[config.mk]
export PLATFORM = sky130hd
export DESIGN_NAME = thimc_ctrl
export DESIGN_NICKNAME = d
export VERILOG_FILES = /design/src/rtl/thimc_pkg.sv /design/src/rtl/thimc_sync.sv /design/src/rtl/thimc_ctrl.sv
export SDC_FILE = /design/constraint.sdc
export NUM_CORES = 1
export LEC_CHECK = 0
export ABC_AREA = 1
export BUFFER_PORTS_ARGS = -buffer_cell sky130_fd_sc_hd__buf_2
export CORE_MARGIN = 2
export CORE_UTILIZATION = 60
export CTS_BUF_LIST = sky130_fd_sc_hd__clkbuf_4 sky130_fd_sc_hd__clkbuf_8 sky130_fd_sc_hd__clkbuf_16
export DETAILED_ROUTE_END_ITERATION = 7
export PLACE_DENSITY = 0.86
export SYNTH_ARGS = -nofsm -noshare
export SYNTH_HDL_FRONTEND = slang
export SYNTH_HIERARCHICAL = 1
export SYNTH_SLANG_ARGS = --single-unit
export TNS_END_PERCENT = 20
[constraint.sdc]
create_clock -name core_clk_i -period 4.2 [get_ports core_clk_i]
set_input_delay 0 -clock core_clk_i [delete_from_list [all_inputs] [get_ports core_clk_i]]
set_output_delay 0 -clock core_clk_i [all_outputs]
set_load 0.05 [all_outputs]
[src/rtl/thimc_pkg.sv]
package thimc_pkg;

  // bus and protocol layout
  localparam int ADDR_W = 7;
  localparam logic [6:0] SLAVE_ADDR_RST = 7'h38; // arbitrary default address
  localparam int CFG_W = 8;
  localparam int NUM_CFG = 8;
  localparam int CFG_IDX_W = 3;
  localparam logic [2:0] CFG_IDX_RATE = 3'h0; // frame rate in Hz
  localparam logic [2:0] CFG_IDX_SLEEP = 3'h1; // bit 0 requests sleep
  localparam logic [7:0] CFG_RST = 8'h00;
  localparam logic [7:0] RATE_RST = 8'h3C; // 60 frames per second
  localparam logic [7:0] RATE_MAX = 8'h78; // 120 frames per second

  // timing
  localparam int CLK_HZ = 50000000;
  localparam int INIT_US = 1000; // parameter initialisation time
  localparam int INIT_CYC = (CLK_HZ / 1000000) * INIT_US;
  localparam int REPORT_MAX_MS = 200; // latest first report
  localparam int IDLE_MS = 500; // no-touch time before monitor
  localparam int IDLE_CYC = (CLK_HZ / 1000) * IDLE_MS;
  localparam int CNT_W = 32;

  // power modes
  typedef enum logic [1:0] {
    THIMC_ACTIVE = 2'b00,
    THIMC_MONITOR = 2'b01,
    THIMC_SLEEP = 2'b10
  } thimc_mode_t;

  // serial engine states
  typedef enum logic [2:0] {
    THIMC_S_IDLE = 3'b000,
    THIMC_S_ADDR = 3'b001,
    THIMC_S_AACK = 3'b010,
    THIMC_S_WR = 3'b011,
    THIMC_S_WACK = 3'b100,
    THIMC_S_RD = 3'b101,
    THIMC_S_RACK = 3'b110
  } thimc_sstate_t;

  // configuration write towards the panel front end
  typedef struct packed {
    logic valid;
    logic [2:0] idx;
    logic [7:0] data;
  } thimc_cfg_wr_t;

endpackage : thimc_pkg

[src/rtl/thimc_sync.sv]
`timescale 1ns/100ps
`default_nettype none
// two flip-flop synchroniser for one pin
module thimc_sync (
  input wire logic core_clk_i,
  input wire logic rst_i,
  input wire logic rst_val_i,
  input wire logic d_i,
  output logic q_o
);
  logic meta_ff;
  logic nxt_meta;
  logic q_ff;
  logic nxt_q;

  // next values
  always_comb begin
    nxt_meta = d_i;
    nxt_q = meta_ff;
  end

  // flops, reset to idle level of the pin
  always_ff @(posedge core_clk_i or posedge rst_i) begin
    if (rst_i) begin
      meta_ff <= 1'b1;
      q_ff <= 1'b1;
    end else begin
      meta_ff <= nxt_meta;
      q_ff <= nxt_q;
    end
  end

  assign q_o = q_ff;
endmodule : thimc_sync
`default_nettype wire

[src/rtl/thimc_ctrl.sv]
`timescale 1ns/100ps
`default_nettype none
// Functional notes
// RULE_01 - active mode scans frames at a rate from 0 to 120 per second
// RULE_02 - host writes a new frame rate over the serial port; applied
// RULE_03 - monitor runs presence check only; touch returns to active at once
// RULE_04 - serial port closed in monitor mode; no data passes
// RULE_05 - sleep ignores all host activity except reset and interrupt line; code leaves sleep on reset only, interrupt line is an output
// RULE_06 - interrupt output goes low when new touch data is ready
// RULE_07 - host wakes the device from sleep by holding reset low
// RULE_08 - after reset release the device always enters active mode
// RULE_09 - serial port is slave only; never drives the bus clock
// RULE_10 - seven-bit address then direction bit, one read zero write
// RULE_11 - stop ends the packet and closes any transaction
// RULE_12 - repeated start ends current packet and starts a new one
// RULE_13 - bus clock up to 400 kbit per second accepted
// RULE_14 - host configuration bytes forwarded to panel front end control
// RULE_15 - after reset signal interrupt once initialised, then report touches
// RULE_16 - first touch report within 200 ms of reset release
// RULE_17 - other agents keep off the bus while device held in reset
// RULE_18 - interrupt released once host has read pending touch data
// RULE_19 - no touch for a set period moves active to monitor
module thimc_ctrl import thimc_pkg::*; #(
  parameter int INIT_CYCLES = INIT_CYC,
  parameter int IDLE_CYCLES = IDLE_CYC
) (
  input wire logic core_clk_i,
  input wire logic rst_i,
  input wire logic host_reset_wake_n_i,
  input wire logic scl_i,
  input wire logic sda_i,
  output logic sda_o,
  output logic sda_oe_n_o,
  output logic int_n_o,
  input wire logic frame_done_i,
  input wire logic touch_valid_i,
  input wire logic [7:0] touch_byte_i,
  input wire logic presence_i,
  output logic touch_rd_o,
  output logic [1:0] mode_o,
  output logic [7:0] frame_rate_o,
  output logic presence_only_o,
  output logic scan_en_o,
  output thimc_cfg_wr_t cfg_wr_o
);
  logic scl_s;
  logic sda_s;
  logic rstw_s;
  logic chip_rst;

  // pin synchronisers
  thimc_sync u_scl (.core_clk_i(core_clk_i), .rst_i(rst_i),
    .rst_val_i(1'b1), .d_i(scl_i), .q_o(scl_s));
  thimc_sync u_sda (.core_clk_i(core_clk_i), .rst_i(rst_i),
    .rst_val_i(1'b1), .d_i(sda_i), .q_o(sda_s));
  thimc_sync u_rstw (.core_clk_i(core_clk_i), .rst_i(rst_i),
    .rst_val_i(1'b1), .d_i(host_reset_wake_n_i), .q_o(rstw_s));

  // host reset pin synchronously resets mode, timers, irq flags, engine state and config too
  assign chip_rst = ~rstw_s; // RULE_07

  // edge history of the synchronised bus lines
  logic scl_d_ff;
  logic sda_d_ff;
  logic nxt_scl_d;
  logic nxt_sda_d;
  logic scl_rise;
  logic scl_fall;
  logic start_det;
  logic stop_det;

  always_comb begin
    nxt_scl_d = scl_s;
    nxt_sda_d = sda_s;
  end

  always_ff @(posedge core_clk_i or posedge rst_i) begin
    if (rst_i) begin
      scl_d_ff <= 1'b1;
      sda_d_ff <= 1'b1;
    end else begin
      scl_d_ff <= nxt_scl_d;
      sda_d_ff <= nxt_sda_d;
    end
  end

  // conditions; oversampling at 50 MHz covers 400 kHz
  assign scl_rise = scl_s & ~scl_d_ff; // RULE_13
  assign scl_fall = ~scl_s & scl_d_ff;
  assign start_det = scl_s & scl_d_ff & sda_d_ff & ~sda_s;
  assign stop_det = scl_s & scl_d_ff & ~sda_d_ff & sda_s;

  // power mode and timers
  thimc_mode_t mode_ff;
  thimc_mode_t nxt_mode;
  logic [CNT_W-1:0] init_cnt_ff;
  logic [CNT_W-1:0] nxt_init_cnt;
  logic init_done_ff;
  logic nxt_init_done;
  logic [CNT_W-1:0] idle_cnt_ff;
  logic [CNT_W-1:0] nxt_idle_cnt;
  logic sleep_req;
  logic port_open;

  // serial engine state
  thimc_sstate_t st_ff;
  thimc_sstate_t nxt_st;
  logic [7:0] sh_ff;
  logic [7:0] nxt_sh;
  logic [3:0] bit_ff;
  logic [3:0] nxt_bit;
  logic rd_ff;
  logic nxt_rd;
  logic first_ff;
  logic nxt_first;
  logic [2:0] idx_ff;
  logic [2:0] nxt_idx;
  logic drv_low_ff;
  logic nxt_drv_low;
  logic [7:0] cfg_ff [NUM_CFG];
  logic [7:0] nxt_cfg [NUM_CFG];
  thimc_cfg_wr_t cfg_wr_ff;
  thimc_cfg_wr_t nxt_cfg_wr;
  logic rd_byte_done;
  logic int_pend_ff;
  logic nxt_int_pend;
  logic init_int_ff;
  logic nxt_init_int;
  logic touch_rd_ff;
  logic nxt_touch_rd;

  assign sleep_req = cfg_ff[CFG_IDX_SLEEP][0];
  // monitor closes the port, sleep ignores it
  assign port_open = (mode_ff == THIMC_ACTIVE); // RULE_04 RULE_05

  // mode sequencing
  always_comb begin
    nxt_mode = mode_ff;
    nxt_init_cnt = init_cnt_ff;
    nxt_init_done = init_done_ff;
    nxt_idle_cnt = idle_cnt_ff;
    if (!init_done_ff) begin
      if (init_cnt_ff >= CNT_W'(INIT_CYCLES - 1)) begin
        nxt_init_done = 1'b1; // RULE_15 RULE_16
      end else begin
        nxt_init_cnt = init_cnt_ff + 1'b1;
      end
    end
    case (mode_ff)
      THIMC_ACTIVE: begin
        if (sleep_req) begin
          nxt_mode = THIMC_SLEEP;
        end else if (touch_valid_i || !init_done_ff) begin
          nxt_idle_cnt = '0;
        end else if (idle_cnt_ff >= CNT_W'(IDLE_CYCLES - 1)) begin
          nxt_mode = THIMC_MONITOR; // RULE_19
          nxt_idle_cnt = '0;
        end else begin
          nxt_idle_cnt = idle_cnt_ff + 1'b1;
        end
      end
      THIMC_MONITOR: begin
        if (presence_i) begin
          nxt_mode = THIMC_ACTIVE; // RULE_03
        end
      end
      THIMC_SLEEP: begin
        nxt_mode = THIMC_SLEEP; // RULE_05 only reset leaves
      end
      default: nxt_mode = THIMC_ACTIVE;
    endcase
  end

  always_ff @(posedge core_clk_i or posedge rst_i) begin
    if (rst_i) begin
      mode_ff <= THIMC_ACTIVE; // RULE_08
      init_cnt_ff <= '0;
      init_done_ff <= 1'b0;
      idle_cnt_ff <= '0;
    end else if (chip_rst) begin
      mode_ff <= THIMC_ACTIVE; // RULE_07 RULE_08
      init_cnt_ff <= '0;
      init_done_ff <= 1'b0;
      idle_cnt_ff <= '0;
    end else begin
      mode_ff <= nxt_mode;
      init_cnt_ff <= nxt_init_cnt;
      init_done_ff <= nxt_init_done;
      idle_cnt_ff <= nxt_idle_cnt;
    end
  end

  // slave engine: address, write bytes, read touch bytes
  always_comb begin
    nxt_st = st_ff;
    nxt_sh = sh_ff;
    nxt_bit = bit_ff;
    nxt_rd = rd_ff;
    nxt_first = first_ff;
    nxt_idx = idx_ff;
    nxt_drv_low = drv_low_ff;
    nxt_cfg = cfg_ff;
    nxt_cfg_wr = '0;
    nxt_touch_rd = 1'b0;
    rd_byte_done = 1'b0;
    if (!port_open || stop_det) begin
      nxt_st = THIMC_S_IDLE; // RULE_11 RULE_04
      nxt_drv_low = 1'b0;
    end else if (start_det) begin
      nxt_st = THIMC_S_ADDR; // RULE_12 restart begins new packet
      nxt_bit = 4'h0;
      nxt_drv_low = 1'b0;
    end else begin
      case (st_ff)
        THIMC_S_IDLE: nxt_drv_low = 1'b0;
        THIMC_S_ADDR: begin
          if (scl_rise) begin
            nxt_sh = {sh_ff[6:0], sda_s};
            nxt_bit = bit_ff + 4'h1;
          end else if (scl_fall && bit_ff == 4'h8) begin
            if (sh_ff[7:1] == SLAVE_ADDR_RST) begin // RULE_10
              nxt_rd = sh_ff[0]; // RULE_10 one means read
              nxt_drv_low = 1'b1;
              nxt_st = THIMC_S_AACK;
              nxt_first = 1'b1;
            end else begin
              nxt_st = THIMC_S_IDLE;
            end
          end
        end
        THIMC_S_AACK, THIMC_S_WACK: begin
          if (scl_fall) begin
            nxt_bit = 4'h0;
            nxt_drv_low = 1'b0;
            if (rd_ff) begin
              nxt_st = THIMC_S_RD;
              nxt_sh = touch_byte_i;
              nxt_drv_low = ~touch_byte_i[7];
              nxt_touch_rd = 1'b1;
            end else begin
              nxt_st = THIMC_S_WR;
            end
          end
        end
        THIMC_S_WR: begin
          if (scl_rise) begin
            nxt_sh = {sh_ff[6:0], sda_s};
            nxt_bit = bit_ff + 4'h1;
          end else if (scl_fall && bit_ff == 4'h8) begin
            nxt_drv_low = 1'b1;
            nxt_st = THIMC_S_WACK;
            if (first_ff) begin
              nxt_idx = sh_ff[2:0];
              nxt_first = 1'b0;
            end else begin
              nxt_cfg[idx_ff] = sh_ff; // RULE_02 RULE_14
              nxt_cfg_wr.valid = 1'b1; // RULE_14
              nxt_cfg_wr.idx = idx_ff;
              nxt_cfg_wr.data = sh_ff;
              nxt_idx = idx_ff + 3'h1;
            end
          end
        end
        THIMC_S_RD: begin
          if (scl_rise) begin
            nxt_bit = bit_ff + 4'h1;
          end else if (scl_fall) begin
            if (bit_ff == 4'h8) begin
              nxt_drv_low = 1'b0;
              nxt_st = THIMC_S_RACK;
              rd_byte_done = 1'b1; // RULE_18
            end else begin
              nxt_sh = {sh_ff[6:0], 1'b0};
              nxt_drv_low = ~sh_ff[6];
            end
          end
        end
        THIMC_S_RACK: begin
          if (scl_rise) begin
            // host nack ends the read
            nxt_st = sda_s ? THIMC_S_IDLE : THIMC_S_AACK;
          end
        end
        default: nxt_st = THIMC_S_IDLE;
      endcase
    end
  end

  // pending data flag: set wins over clear by the host read
  always_comb begin
    nxt_init_int = init_int_ff;
    nxt_int_pend = int_pend_ff;
    if (rd_byte_done) begin
      nxt_int_pend = 1'b0; // RULE_18
      nxt_init_int = 1'b0;
    end
    if (!init_done_ff && nxt_init_done) begin
      nxt_init_int = 1'b1; // RULE_15
    end
    if (touch_valid_i && init_done_ff && mode_ff == THIMC_ACTIVE) begin
      nxt_int_pend = 1'b1; // RULE_06 RULE_16
    end
  end

  always_ff @(posedge core_clk_i or posedge rst_i) begin
    if (rst_i) begin
      st_ff <= THIMC_S_IDLE;
      sh_ff <= 8'h00;
      bit_ff <= 4'h0;
      rd_ff <= 1'b0;
      first_ff <= 1'b0;
      idx_ff <= 3'h0;
      drv_low_ff <= 1'b0;
      cfg_wr_ff <= '0;
      touch_rd_ff <= 1'b0;
      int_pend_ff <= 1'b0;
      init_int_ff <= 1'b0;
      for (int i = 0; i < NUM_CFG; i++) begin
        cfg_ff[i] <= (i == int'(CFG_IDX_RATE)) ? RATE_RST : CFG_RST;
      end
    end else if (chip_rst) begin
      st_ff <= THIMC_S_IDLE;
      drv_low_ff <= 1'b0;
      cfg_wr_ff <= '0;
      touch_rd_ff <= 1'b0;
      int_pend_ff <= 1'b0;
      init_int_ff <= 1'b0;
      for (int i = 0; i < NUM_CFG; i++) begin
        cfg_ff[i] <= (i == int'(CFG_IDX_RATE)) ? RATE_RST : CFG_RST;
      end
    end else begin
      st_ff <= nxt_st;
      sh_ff <= nxt_sh;
      bit_ff <= nxt_bit;
      rd_ff <= nxt_rd;
      first_ff <= nxt_first;
      idx_ff <= nxt_idx;
      drv_low_ff <= nxt_drv_low;
      cfg_wr_ff <= nxt_cfg_wr;
      touch_rd_ff <= nxt_touch_rd;
      int_pend_ff <= nxt_int_pend;
      init_int_ff <= nxt_init_int;
      cfg_ff <= nxt_cfg;
    end
  end

  // open-drain data pin; clock pin never driven
  assign sda_o = 1'b0; // RULE_09
  assign sda_oe_n_o = ~drv_low_ff;
  assign int_n_o = ~(int_pend_ff | init_int_ff); // RULE_06
  assign touch_rd_o = touch_rd_ff;
  assign mode_o = mode_ff;
  // rate clamped to the legal span
  assign frame_rate_o = (cfg_ff[CFG_IDX_RATE] > RATE_MAX) ?
    RATE_MAX : cfg_ff[CFG_IDX_RATE]; // RULE_01 RULE_02
  assign presence_only_o = (mode_ff == THIMC_MONITOR); // RULE_03
  assign scan_en_o = (mode_ff == THIMC_ACTIVE) & init_done_ff; // RULE_01
  assign cfg_wr_o = cfg_wr_ff;
endmodule : thimc_ctrl
`default_nettype wire

**After elaboration in Yosys (flattened, before gate mapping)**

Index checks and enable logic that the tools add are counted.

- Register bits: 175

- Add/sub/neg operators: 4
- Order comparisons: 5
- Equality and inequality tests: 50
- Multiplexer cells: 97
- Bitwise logic cells: 21
- Reduce and logical (&&, ||, !) cells: 28

Operators by type and width:

| kind | number |
|---|---|
| $mux W64 | 7 |
| $mux W32 | 8 |
| $mux W12 | 7 |
| $add A32 B1 Y32 const B | 2 |
| $bwmux W64 | 1 |
| $mux W8 | 8 |
| $ne A5 B5 Y1 const B | 10 |
| $mux W3 | 14 |
| $ne A2 B2 Y1 const B | 20 |
| $mux W1 | 35 |
| $ge A32 B16 Y1 const B | 1 |
| $ge A32 B25 Y1 const B | 1 |
| $demux W8 S3 | 1 |
| $pmux W8 S3 | 1 |
| $reduce_and A10 Y1 | 2 |
| $pmux W3 S6 | 1 |
| $reduce_and A9 Y1 | 2 |
| $mux W2 | 7 |
| $mux W4 | 3 |
| $ne A3 B3 Y1 const B | 4 |
| $ne A4 B4 Y1 const B | 3 |
| $reduce_and A6 Y1 | 2 |
| $not A1 Y1 | 11 |
| $eq A3 B3 Y1 const B | 3 |
| other kinds (34) | 51 |

**Logic depth before layout (Yosys ltp)**

Gate-level depths: netlist of the first run.

- Depth after elaboration: 13
- Gate-level depth with buffers: 11
- Depth with buffers taken out: 11

**Hierarchy**

Netlist of the first run, hierarchy kept.

By module, submodules not included:

| module | instances | cells an instance | area an instance (um^2) | sequential area each (um^2) |
|---|---|---|---|---|
| thimc_ctrl | 1 | 867 | 6323.6 | 2860.2 |
| thimc_sync | 3 | 3 | 56.3 | 52.6 |

**Least setup slack after synthesis of the first run**

Ideal clock, no wire load.

- Path kind: reg2reg
- Start point: reg mode_ff[1], in the netlist mode_o[1]
- End point: reg int_pend_ff
- Setup time: 0.079 ns
- Data arrival time: 2.059 ns
- Data required time: 4.121 ns
- Path slack: 2.062 ns
- Stages on the path, launching flop included: 4
- Period minus slack after synthesis: 2.138 ns
- Cell sequence: dfrtp_1 nor3_1 nand2_1 a21oi_1

- Word-level cells in the longest chain between the ends: 5

RTL lines:

| item | RTL line | source |
|---|---|---|
| start: declaration | thimc_ctrl.sv:94 | `thimc_mode_t mode_ff;` |
| start signal: assignment | thimc_ctrl.sv:186 | `mode_ff <= nxt_mode;` |
| $logic_not A2 Y1 (*) | thimc_ctrl.sv:134, thimc_ctrl.sv:300 |  |
| $logic_not A1 Y1 | thimc_ctrl.sv:206 | `if (!port_open \|\| stop_det) begin` |
| $logic_or A1 B1 Y1 | thimc_ctrl.sv:206 |  |
| $mux W1 | thimc_ctrl.sv:206 |  |
| $ne A3 B3 Y1 (no line) | -- |  |
| end signal: assignment | thimc_ctrl.sv:341 | `int_pend_ff <= nxt_int_pend;` |
| end: declaration | thimc_ctrl.sv:125 | `logic int_pend_ff;` |

Every way passes the cells marked *; elsewhere a longest branch is shown, timed or not.
A chain may end at the register's enable or synchronous reset.

**Worst setup path after layout of the first run**

- Start point: reg u_rstw.q_ff, in the netlist u_rstw/q_o
- End point: reg idle_cnt_ff[17]

- Word-level cells in the longest chain between the ends: 2

RTL lines:

| item | RTL line | source |
|---|---|---|
| start: declaration | thimc_sync.sv:13 | `logic q_ff;` |
| start signal: assignment | thimc_sync.sv:29 | `q_ff <= nxt_q;` |
| $ne A2 B2 Y1 (no line) | -- |  |
| $reduce_and A2 Y1 (no line) | -- |  |
| end signal: assignment | thimc_ctrl.sv:189 | `idle_cnt_ff <= nxt_idle_cnt;` |
| end: declaration | thimc_ctrl.sv:100 | `logic [CNT_W-1:0] idle_cnt_ff;` |

Several ways; a longest one is shown, not always the timed one.

==> impl_metrics.csv, run 1 <==
group,metric,value,unit
outcome,outcome,"finished clean",
timing,tightest_slew,960,ps
critical_path,max_stage_delay,620,ps
final_layout,n_fill_cell,799,
floorplanning,io_pins,44,
critical_path,crit_arrival,2700,ps
critical_path,critPathKind,"reg -> reg",
logic_synthesis,synth_cells,875,
floorplanning,num_rows,37,
cts,clock_latency,540,ps
final_layout,multiInputGateArea,0.00291,mm²
critical_path,slowest_stage,"nand2_1",
global_routing,grt_pass1_vias,5455,
final_layout,seq_area,0.00302,mm²
place,place_ws,1960,ps
timing,fmax,448,MHz
timing,setup_viol_count_final,0,
cts,ctsHoldBuffers,14,
critical_path,cp_max_fo,40,
power,peakVddDrop,322,µV
critical_path,cp.buffers_inverters,2,
flow_run,cap_violations,0,
drt,wirelength,14900,µm
critical_path,crit_chain,"buf_4 -> nand2_1 -> inv_1 -> nand2_1 -> nand2_1",
cts,clock-root-buffer,"clkbuf_8",
power,powerDensity,398,mW/mm²
critical_path,worstRegToRegCells,5,
cts,cts_max_level,4,
floorplanning,die_h,108,µm
place,gp_congestion,0.929,
drt,drt_first_pass_iters,7,
drt,via_count,5753,
timing,rsz0062_at_grt,"no",
cts,ctsResizeCount,0,
cts,cts_buffer_depth,2,
critical_path,critPathCaptureType,"register",
drt,drt-initial-drc-count,382,
cts,clk_pin_slew,60,ps
final_layout,drive_gt1_share,11.8,%
logic_synthesis,avgSynthCellArea,7.42,µm²
hold_path,hold_path_class,"in -> async",
drt,wl_per_cell,13.7,µm
cts,cts.sinks,120,
cts,cts_tree,"done",
timing,finalWorstSetupSlack,1970,ps
critical_path,path_delay_family,"buffers and inverters",
logic_synthesis,netlist_area,0.00649,mm²
timing,fin_tns_setup,0,ps
critical_path,required,4670,ps
drt,drt.antenna.violating_nets,0,
final_layout,antenna_cells,0,
critical_path,path_common_cell,"nand2_1",
floorplanning,core_area,0.0104,mm²
timing,slew_viol_final,0,
final_layout,fin_nets,955,
timing,fin_crit,2230,ps
global_routing,grt_pass1_wl,25000,µm
drt,post-route-drc-count,0,
timing,post-route-period-util,53.1,%
global_routing,grt_max_degree,81,
global_routing,antenna_found_initial,0,
power,leakage,0.00382,µW
timing,clock_skew,7.62,ps
place,dp_hpwl,9850,µm
final_layout,final_core_util,72.3,%
floorplanning,die_x,108,µm
place,port_buffers,40,
timing,slew-limit-headroom,36.0,%
global_routing,grt_overflow,0,
drt,via_per_inst,5.31,
final_layout,area_delta_synth_final,16.1,%
cts,postCtsSetupBuffers,0,
critical_path,worst-path-stages,5,
logic_synthesis,yosys_warnings,6,
floorplanning,die_area,0.0117,mm²
cts,cts-buffers-inserted,17,
timing,hold_viol,0,
critical_path,startpoint_type,"register",
global_routing,grt_usage,27.6,%
floorplanning,initial_core_util,62.3,%
## report_power, final
| part | leakage [µW] | internal (µW) | total [µW] | switching (µW) |
|---|---|---|---|---|
| sequential | 0.00161 | 1210 | 1260 | 56.7 |
| clock | 0.000289 | 980 | 1520 | 541 |
| combinational | 0.00192 | 61.1 | 213 | 152 |
## worst paths after layout
path	start	to	slack, ps
min in group core_clk_i	sda_i	u_sda/meta_ff	110
setup reg to reg	u_rstw/q_o	idle_cnt_ff[17]	1970
hold / removal	rst_i	u_sda/meta_ff	80
max in group asynchronous	rst_i	cfg_ff[58]	2890
hold reg to reg	u_scl/meta_ff	u_scl/q_o	360
setup / recovery	u_rstw/q_o	idle_cnt_ff[17]	1970
## cell usage in the layout (no fill, tap or decap), drive strengths merged, types with 14 or more instances in the layout
cell type and n:
o21bai 19, o21ai 43, dlygate4sd3 14, inv 123, nand4 20, nand2 231, xor2 23, buf 42
dfrtp 108, nor2 173, clkbuf 19, nand3 63
## layout make-up
type | count | area share (%)
Sequential cell | 120 | 40.1
Multi-Input combinational cell | 615 | 38.6
Inverter | 124 | 6.21
Clock buffer | 19 | 5.78
Timing Repair Buffer | 56 | 4.72
Clock inverter | 13 | 2.36
Tap cell | 136 | 2.26
## worst min-delay path, delay by kind of cell
family / cells / cell delay (ps)
buf+inv: 3 / 770
## registers in the layout, summed over array words and instances (netlist names), 3 cells and up
name         count
init_cnt_ff     32
bit_ff           4
idle_cnt_ff     32
sh_ff            8
cfg_ff           9
st_ff            3
idx_ff           3
cfg_wr_o        12
## metrics by stage
stage                     hold slack, ps  std cells  power (µW)  instance area, µm²
after floorplan                    -88.5        876        1410                6490
after global placement              68.5       1037        1470                6780
after CTS                           68.5       1083        3000                7530
after global routing                67.0       1083        3090                7530
after detailed placement            81.5       1037        1480                6780
final                               77.5       1083        3000                7530
## per-layer routing
metal  track usage [%]  vias to the layer above  routed length, µm
met4              12.1                        0                365
met5                 0                        -                  0
met2              44.1                      158               7110
met1              36.8                     2715               6630
li1                  -                     2845                  -
met3              5.73                       35                764
Power figures use the tool's default switching activity.
==> run 2: changes to the inputs <==
==> constraint.sdc (replaced) <==
create_clock -name core_clk_i -period 2.2 [get_ports core_clk_i]
set_input_delay 0 -clock core_clk_i [delete_from_list [all_inputs] [get_ports core_clk_i]]
set_output_delay 0 -clock core_clk_i [all_outputs]
set_load 0.05 [all_outputs]
==> impl_metrics.csv, run 2 (synthesized netlist as in run 1, its figures left out) <==
group,metric,value,unit
timing,post-route-period-util,94.7,%
critical_path,crit_chain,"o31ai_1 -> inv_1 -> nor2_1 -> inv_1 -> or2_2 -> buf_2",
timing,slew_viol_final,0,
timing,fin_crit,2080,ps
critical_path,required,2200,ps
cts,clk_pin_slew,60,ps
drt,via_per_inst,5.25,
cts,cts_max_level,4,
cts,clock-root-buffer,"clkbuf_8",
final_layout,area_delta_synth_final,17.3,%
hold_path,hold_path_class,"in -> async",
critical_path,critPathCaptureType,"output port",
place,place_ws,192,ps
critical_path,reg2reg_slack,260,ps
flow_run,cap_violations,0,
power,powerDensity,750,mW/mm²
place,gp_congestion,0.908,
drt,wl_per_cell,13.2,µm
final_layout,antenna_cells,0,
drt,drt.antenna.violating_nets,0,
critical_path,cp_max_fo,5,
timing,fin_tns_setup,0,ps
floorplanning,die_x,108,µm
power,leakage,0.00385,µW
global_routing,grt_pass1_wl,24900,µm
global_routing,grt_overflow,0,
cts,clock_latency,530,ps
final_layout,drive_gt1_share,12.5,%
cts,postCtsSetupBuffers,0,
global_routing,antenna_found_initial,0,
critical_path,slowest_stage,"dfrtp_1",
critical_path,path_delay_family,"simple AND/OR/NAND/NOR gates",
timing,hold_viol,0,
final_layout,final_cells,1089,
drt,drt-initial-drc-count,321,
final_layout,layout_common_cells,"nand2_1, nor2_1, inv_1",
critical_path,cp.buffers_inverters,3,
cts,cts_tree,"done",
drt,wirelength,14400,µm
floorplanning,num_rows,37,
floorplanning,core_area,0.0104,mm²
timing,setup_viol_count_final,0,
timing,clock_skew,5.35,ps
floorplanning,die_area,0.0117,mm²
drt,drt_first_pass_iters,5,
critical_path,max_stage_delay,400,ps
cts,cts.sinks,120,
timing,fmax,480,MHz
timing,finalWorstSetupSlack,118,ps
final_layout,layout_commonest_cell,"nand2_1",
floorplanning,die_h,108,µm
timing,fin_hold_ws,96.7,ps
floorplanning,io_pins,44,
timing,slew-limit-headroom,61.1,%
global_routing,grt_max_degree,115,
cts,cts_buffer_depth,2,
critical_path,startpoint_type,"register",
drt,via_count,5721,
power,peakVddDrop,804,µV
power,totalPowerFinal,5710,µW
place,dp_hpwl,9720,µm
place,placed_cells,1043,
drt,post-route-drc-count,0,
critical_path,crit_arrival,2080,ps
timing,rsz0062_at_grt,"no",
critical_path,critPathKind,"reg -> out",
place,port_buffers,40,
timing,tightest_slew,579,ps
critical_path,path_common_cell,"inv_1",
floorplanning,initial_core_util,62.3,%
global_routing,grt_usage,27.4,%
final_layout,fin_nets,961,
global_routing,grt_pass1_vias,5495,
cts,cts-buffers-inserted,17,
outcome,outcome,"finished clean",
-- run 2: final cells by class --
| type | count | area (µm²) |
|---|---|---|
| sequential | 120 | 3020 |
| tap | 136 | 170 |
| clock inverter | 14 | 198 |
| inverter | 124 | 469 |
| fill | 804 | 2800 |
| clock buffer | 18 | 422 |
| timing repair buffer | 62 | 413 |
| multi-input combinational | 615 | 2920 |
-- run 2: metal layers --
metal / track usage (%) / vias to the layer above / part of all wire [%]
li1: - / 2857 / -
met1: 35.5 / 2664 / 44
met2: 45.3 / 172 / 48
met3: 6.63 / 28 / 6.1
met4: 9.71 / 0 / 2.0
met5: 0 / - / 0
-- run 2: worst min-delay path, stage by stage --
cell           delay (ps)
dlygate4sd3_1         530
buf_2                 160
inv_1                  80
-- run 2: power by group --
group	switching, µW	internal, µW	total [µW]	leakage (µW)
logic	293	126	419	0.00195
registers	101	2310	2410	0.00161
clock network	1020	1860	2880	0.000287
-- run 2: worst paths after layout --
kind	cells after the start	endpoint	start
setup / recovery	6	frame_rate_o[5]	cfg_ff[56]
hold / removal	3	u_sda/q_o	rst_i
setup reg to reg	10	cfg_ff[56]	bit_ff[0]
hold reg to reg	0	u_scl/q_o	u_scl/meta_ff
max in group asynchronous	4	idle_cnt_ff[20]	rst_i
min in group core_clk_i	2	u_rstw/meta_ff	host_reset_wake_n_i
-- run 2: through the flow --
step | cell area [µm²] | utilization, %
global placement | 6840 | 65.6
global route | 7610 | 73.1
CTS | 7600 | 72.9
floorplan | 6500 | -
finish | 7610 | 73.1
detailed placement | 6840 | 65.6
-- run 2: what timing repair did --
item,in CTS,in global routing
hold endpoints to repair,135,0
endpoints found under the setup margin,0,13
resized for setup,0,3
hold buffers,14,0
==> run 3: changes to the inputs <==
--- a/config.mk
+++ b/config.mk
@@ -6,12 +6,14 @@
 export NUM_CORES = 1
 export LEC_CHECK = 0
 export ABC_AREA = 1
-export BUFFER_PORTS_ARGS = -buffer_cell sky130_fd_sc_hd__buf_2
+export BUFFER_PORTS_ARGS = -buffer_cell sky130_fd_sc_hd__buf_4
 export CORE_MARGIN = 2
 export CORE_UTILIZATION = 60
 export CTS_BUF_LIST = sky130_fd_sc_hd__clkbuf_4 sky130_fd_sc_hd__clkbuf_8 sky130_fd_sc_hd__clkbuf_16
+export CTS_CLUSTER_DIAMETER = 200
 export DETAILED_ROUTE_END_ITERATION = 7
 export PLACE_DENSITY = 0.86
+export SKIP_CTS_REPAIR_TIMING = 1
 export SYNTH_ARGS = -nofsm -noshare
 export SYNTH_HDL_FRONTEND = slang
 export SYNTH_HIERARCHICAL = 1
==> impl_metrics.csv, run 3 (synthesized netlist as in run 1, its figures left out) <==
group,metric,value,unit
critical_path,critPathCaptureType,"register",
final_layout,seq_area,0.00302,mm²
final_layout,fin_nets,960,
critical_path,crit_arrival,2460,ps
drt,drt-initial-drc-count,400,
final_layout,drive_gt1_share,12.5,%
floorplanning,io_pins,44,
critical_path,reg2reg_slack,180,ps
hold_path,hold_path_class,"in -> async",
power,leakage,0.00388,µW
power,peakVddDrop,700,µV
floorplanning,num_rows,37,
flow_run,cap_violations,0,
critical_path,crit_chain,"nor2_1 -> nand2_1 -> nor2_2 -> inv_2 -> nor3_4 -> nand3_2 -> o21bai_1",
outcome,outcome,"finished clean",
timing,fin_crit,2020,ps
final_layout,area_delta_synth_final,18.4,%
cts,cts-buffers-inserted,17,
critical_path,max_stage_delay,430,ps
timing,slew-limit-headroom,60.4,%
global_routing,grt_pass1_vias,5507,
cts,clk_pin_slew,50,ps
timing,hold_viol,0,
global_routing,grt_pass1_wl,24800,µm
cts,clock-root-buffer,"clkbuf_8",
drt,via_count,5674,
timing,tightest_slew,591,ps
drt,wirelength,14500,µm
final_layout,layout_commonest_cell,"nand2_1",
final_layout,final_core_util,73.8,%
critical_path,slowest_stage,"dfrtp_1",
floorplanning,core_area,0.0104,mm²
floorplanning,die_area,0.0117,mm²
power,powerDensity,728,mW/mm²
global_routing,antenna_found_initial,0,
global_routing,grt_max_degree,115,
timing,clock_skew,8.60,ps
critical_path,cp_max_fo,14,
cts,cts.sinks,120,
cts,clock_latency,540,ps
cts,cts_buffer_depth,2,
cts,cts_max_level,4,
drt,drt_first_pass_iters,7,
floorplanning,die_h,108,µm
final_layout,multiInputGateArea,0.00291,mm²
cts,cts_tree,"done",
drt,drt.antenna.violating_nets,0,
final_layout,n_fill_cell,787,
critical_path,critPathKind,"reg -> reg",
final_layout,layout_common_cells,"nand2_1, nor2_1, inv_1",
place,gp_congestion,0.936,
global_routing,grt_overflow,0,
global_routing,grt_usage,27.1,%
place,placed_area,0.00694,mm²
critical_path,required,2640,ps
critical_path,startpoint_type,"register",
timing,fmax,495,MHz
place,dp_hpwl,9790,µm
floorplanning,initial_core_util,62.3,%
timing,post-route-period-util,91.8,%
drt,post-route-drc-count,0,
floorplanning,die_x,108,µm
final_layout,final_cell_area,0.00768,mm²
timing,slew_viol_final,0,
drt,wl_per_cell,13.4,µm
final_layout,antenna_cells,0,
place,port_buffers,40,
timing,setup_viol_count_final,0,
drt,via_per_inst,5.22,
==> run 3: cell count changes in the layout (fill, tap and decap cells not counted), moves of 3 or more <==
cell        previous run  this run
buf_2                 40         0
buf_4                  7        45
clkbuf_8               1         6
clkinvlp_4             6         3
==> run 3: layer usage <==
metal	share of wire [%]	wire length, µm	track usage [%]
met1	45	6530	35.3
met2	49	7130	45.1
met3	4.8	691	7.59
met4	1.2	178	6.78
met5	0	0	0
==> run 3: final cells by class <==
| class | instances | share of cell area [%] |
|---|---|---|
| well taps | 136 | 2.21 |
| inverters | 124 | 6.11 |
| multi-input cells | 615 | 37.9 |
| clock buffers | 25 | 6.58 |
| repair buffers | 61 | 6.74 |
| flip-flops and latches | 120 | 39.3 |
| clock inverters | 7 | 1.17 |
==> run 3: final timing paths <==
check,cells past startpoint,startpoint,to
min in group core_clk_i,2,scl_i,u_scl/meta_ff
setup reg to reg,7,mode_o[1],idle_cnt_ff[22]
max in group asynchronous,4,rst_i,idle_cnt_ff[11]
hold reg to reg,0,u_scl/meta_ff,u_scl/q_o
setup / recovery,7,mode_o[1],idle_cnt_ff[22]
hold / removal,3,rst_i,u_scl/q_o
==> run 3: where the power goes <==
part           internal (µW)  switching (µW)  leakage (µW)  total [µW]
combinational            136             290       0.00198         426
clock                   1790             961      0.000294        2750
sequential              2310             108       0.00161        2410
total                   4240            1360       0.00388        5590
==> run 3: worst max-delay path: cells and delay by family (launching register included) <==
kind / cells / cell delay [ps]
AND/OR/NAND/NOR: 5 / 1140
buffers and inverters: 1 / 70
AO/OA/AOI/OAI: 1 / 280
flip-flops: 1 / 430
==> run 3: metrics by stage <==
stage / power, µW / setup WS, ps / std cells / hold WS, ps / setup TNS [ps]
5_1_grt: 5790 / -18.7 / 1088 / 102 / -44.4
4_1_cts: 5610 / 125 / 1074 / -497 / 0
3_3_place_gp: 2830 / 299 / 1042 / 64.8 / 0
3_5_place_dp: 2840 / 215 / 1042 / 72.5 / 0
2_1_floorplan: 2700 / 62.1 / 876 / -88.5 / 0
6_report: 5590 / 180 / 1088 / 93.2 / 0
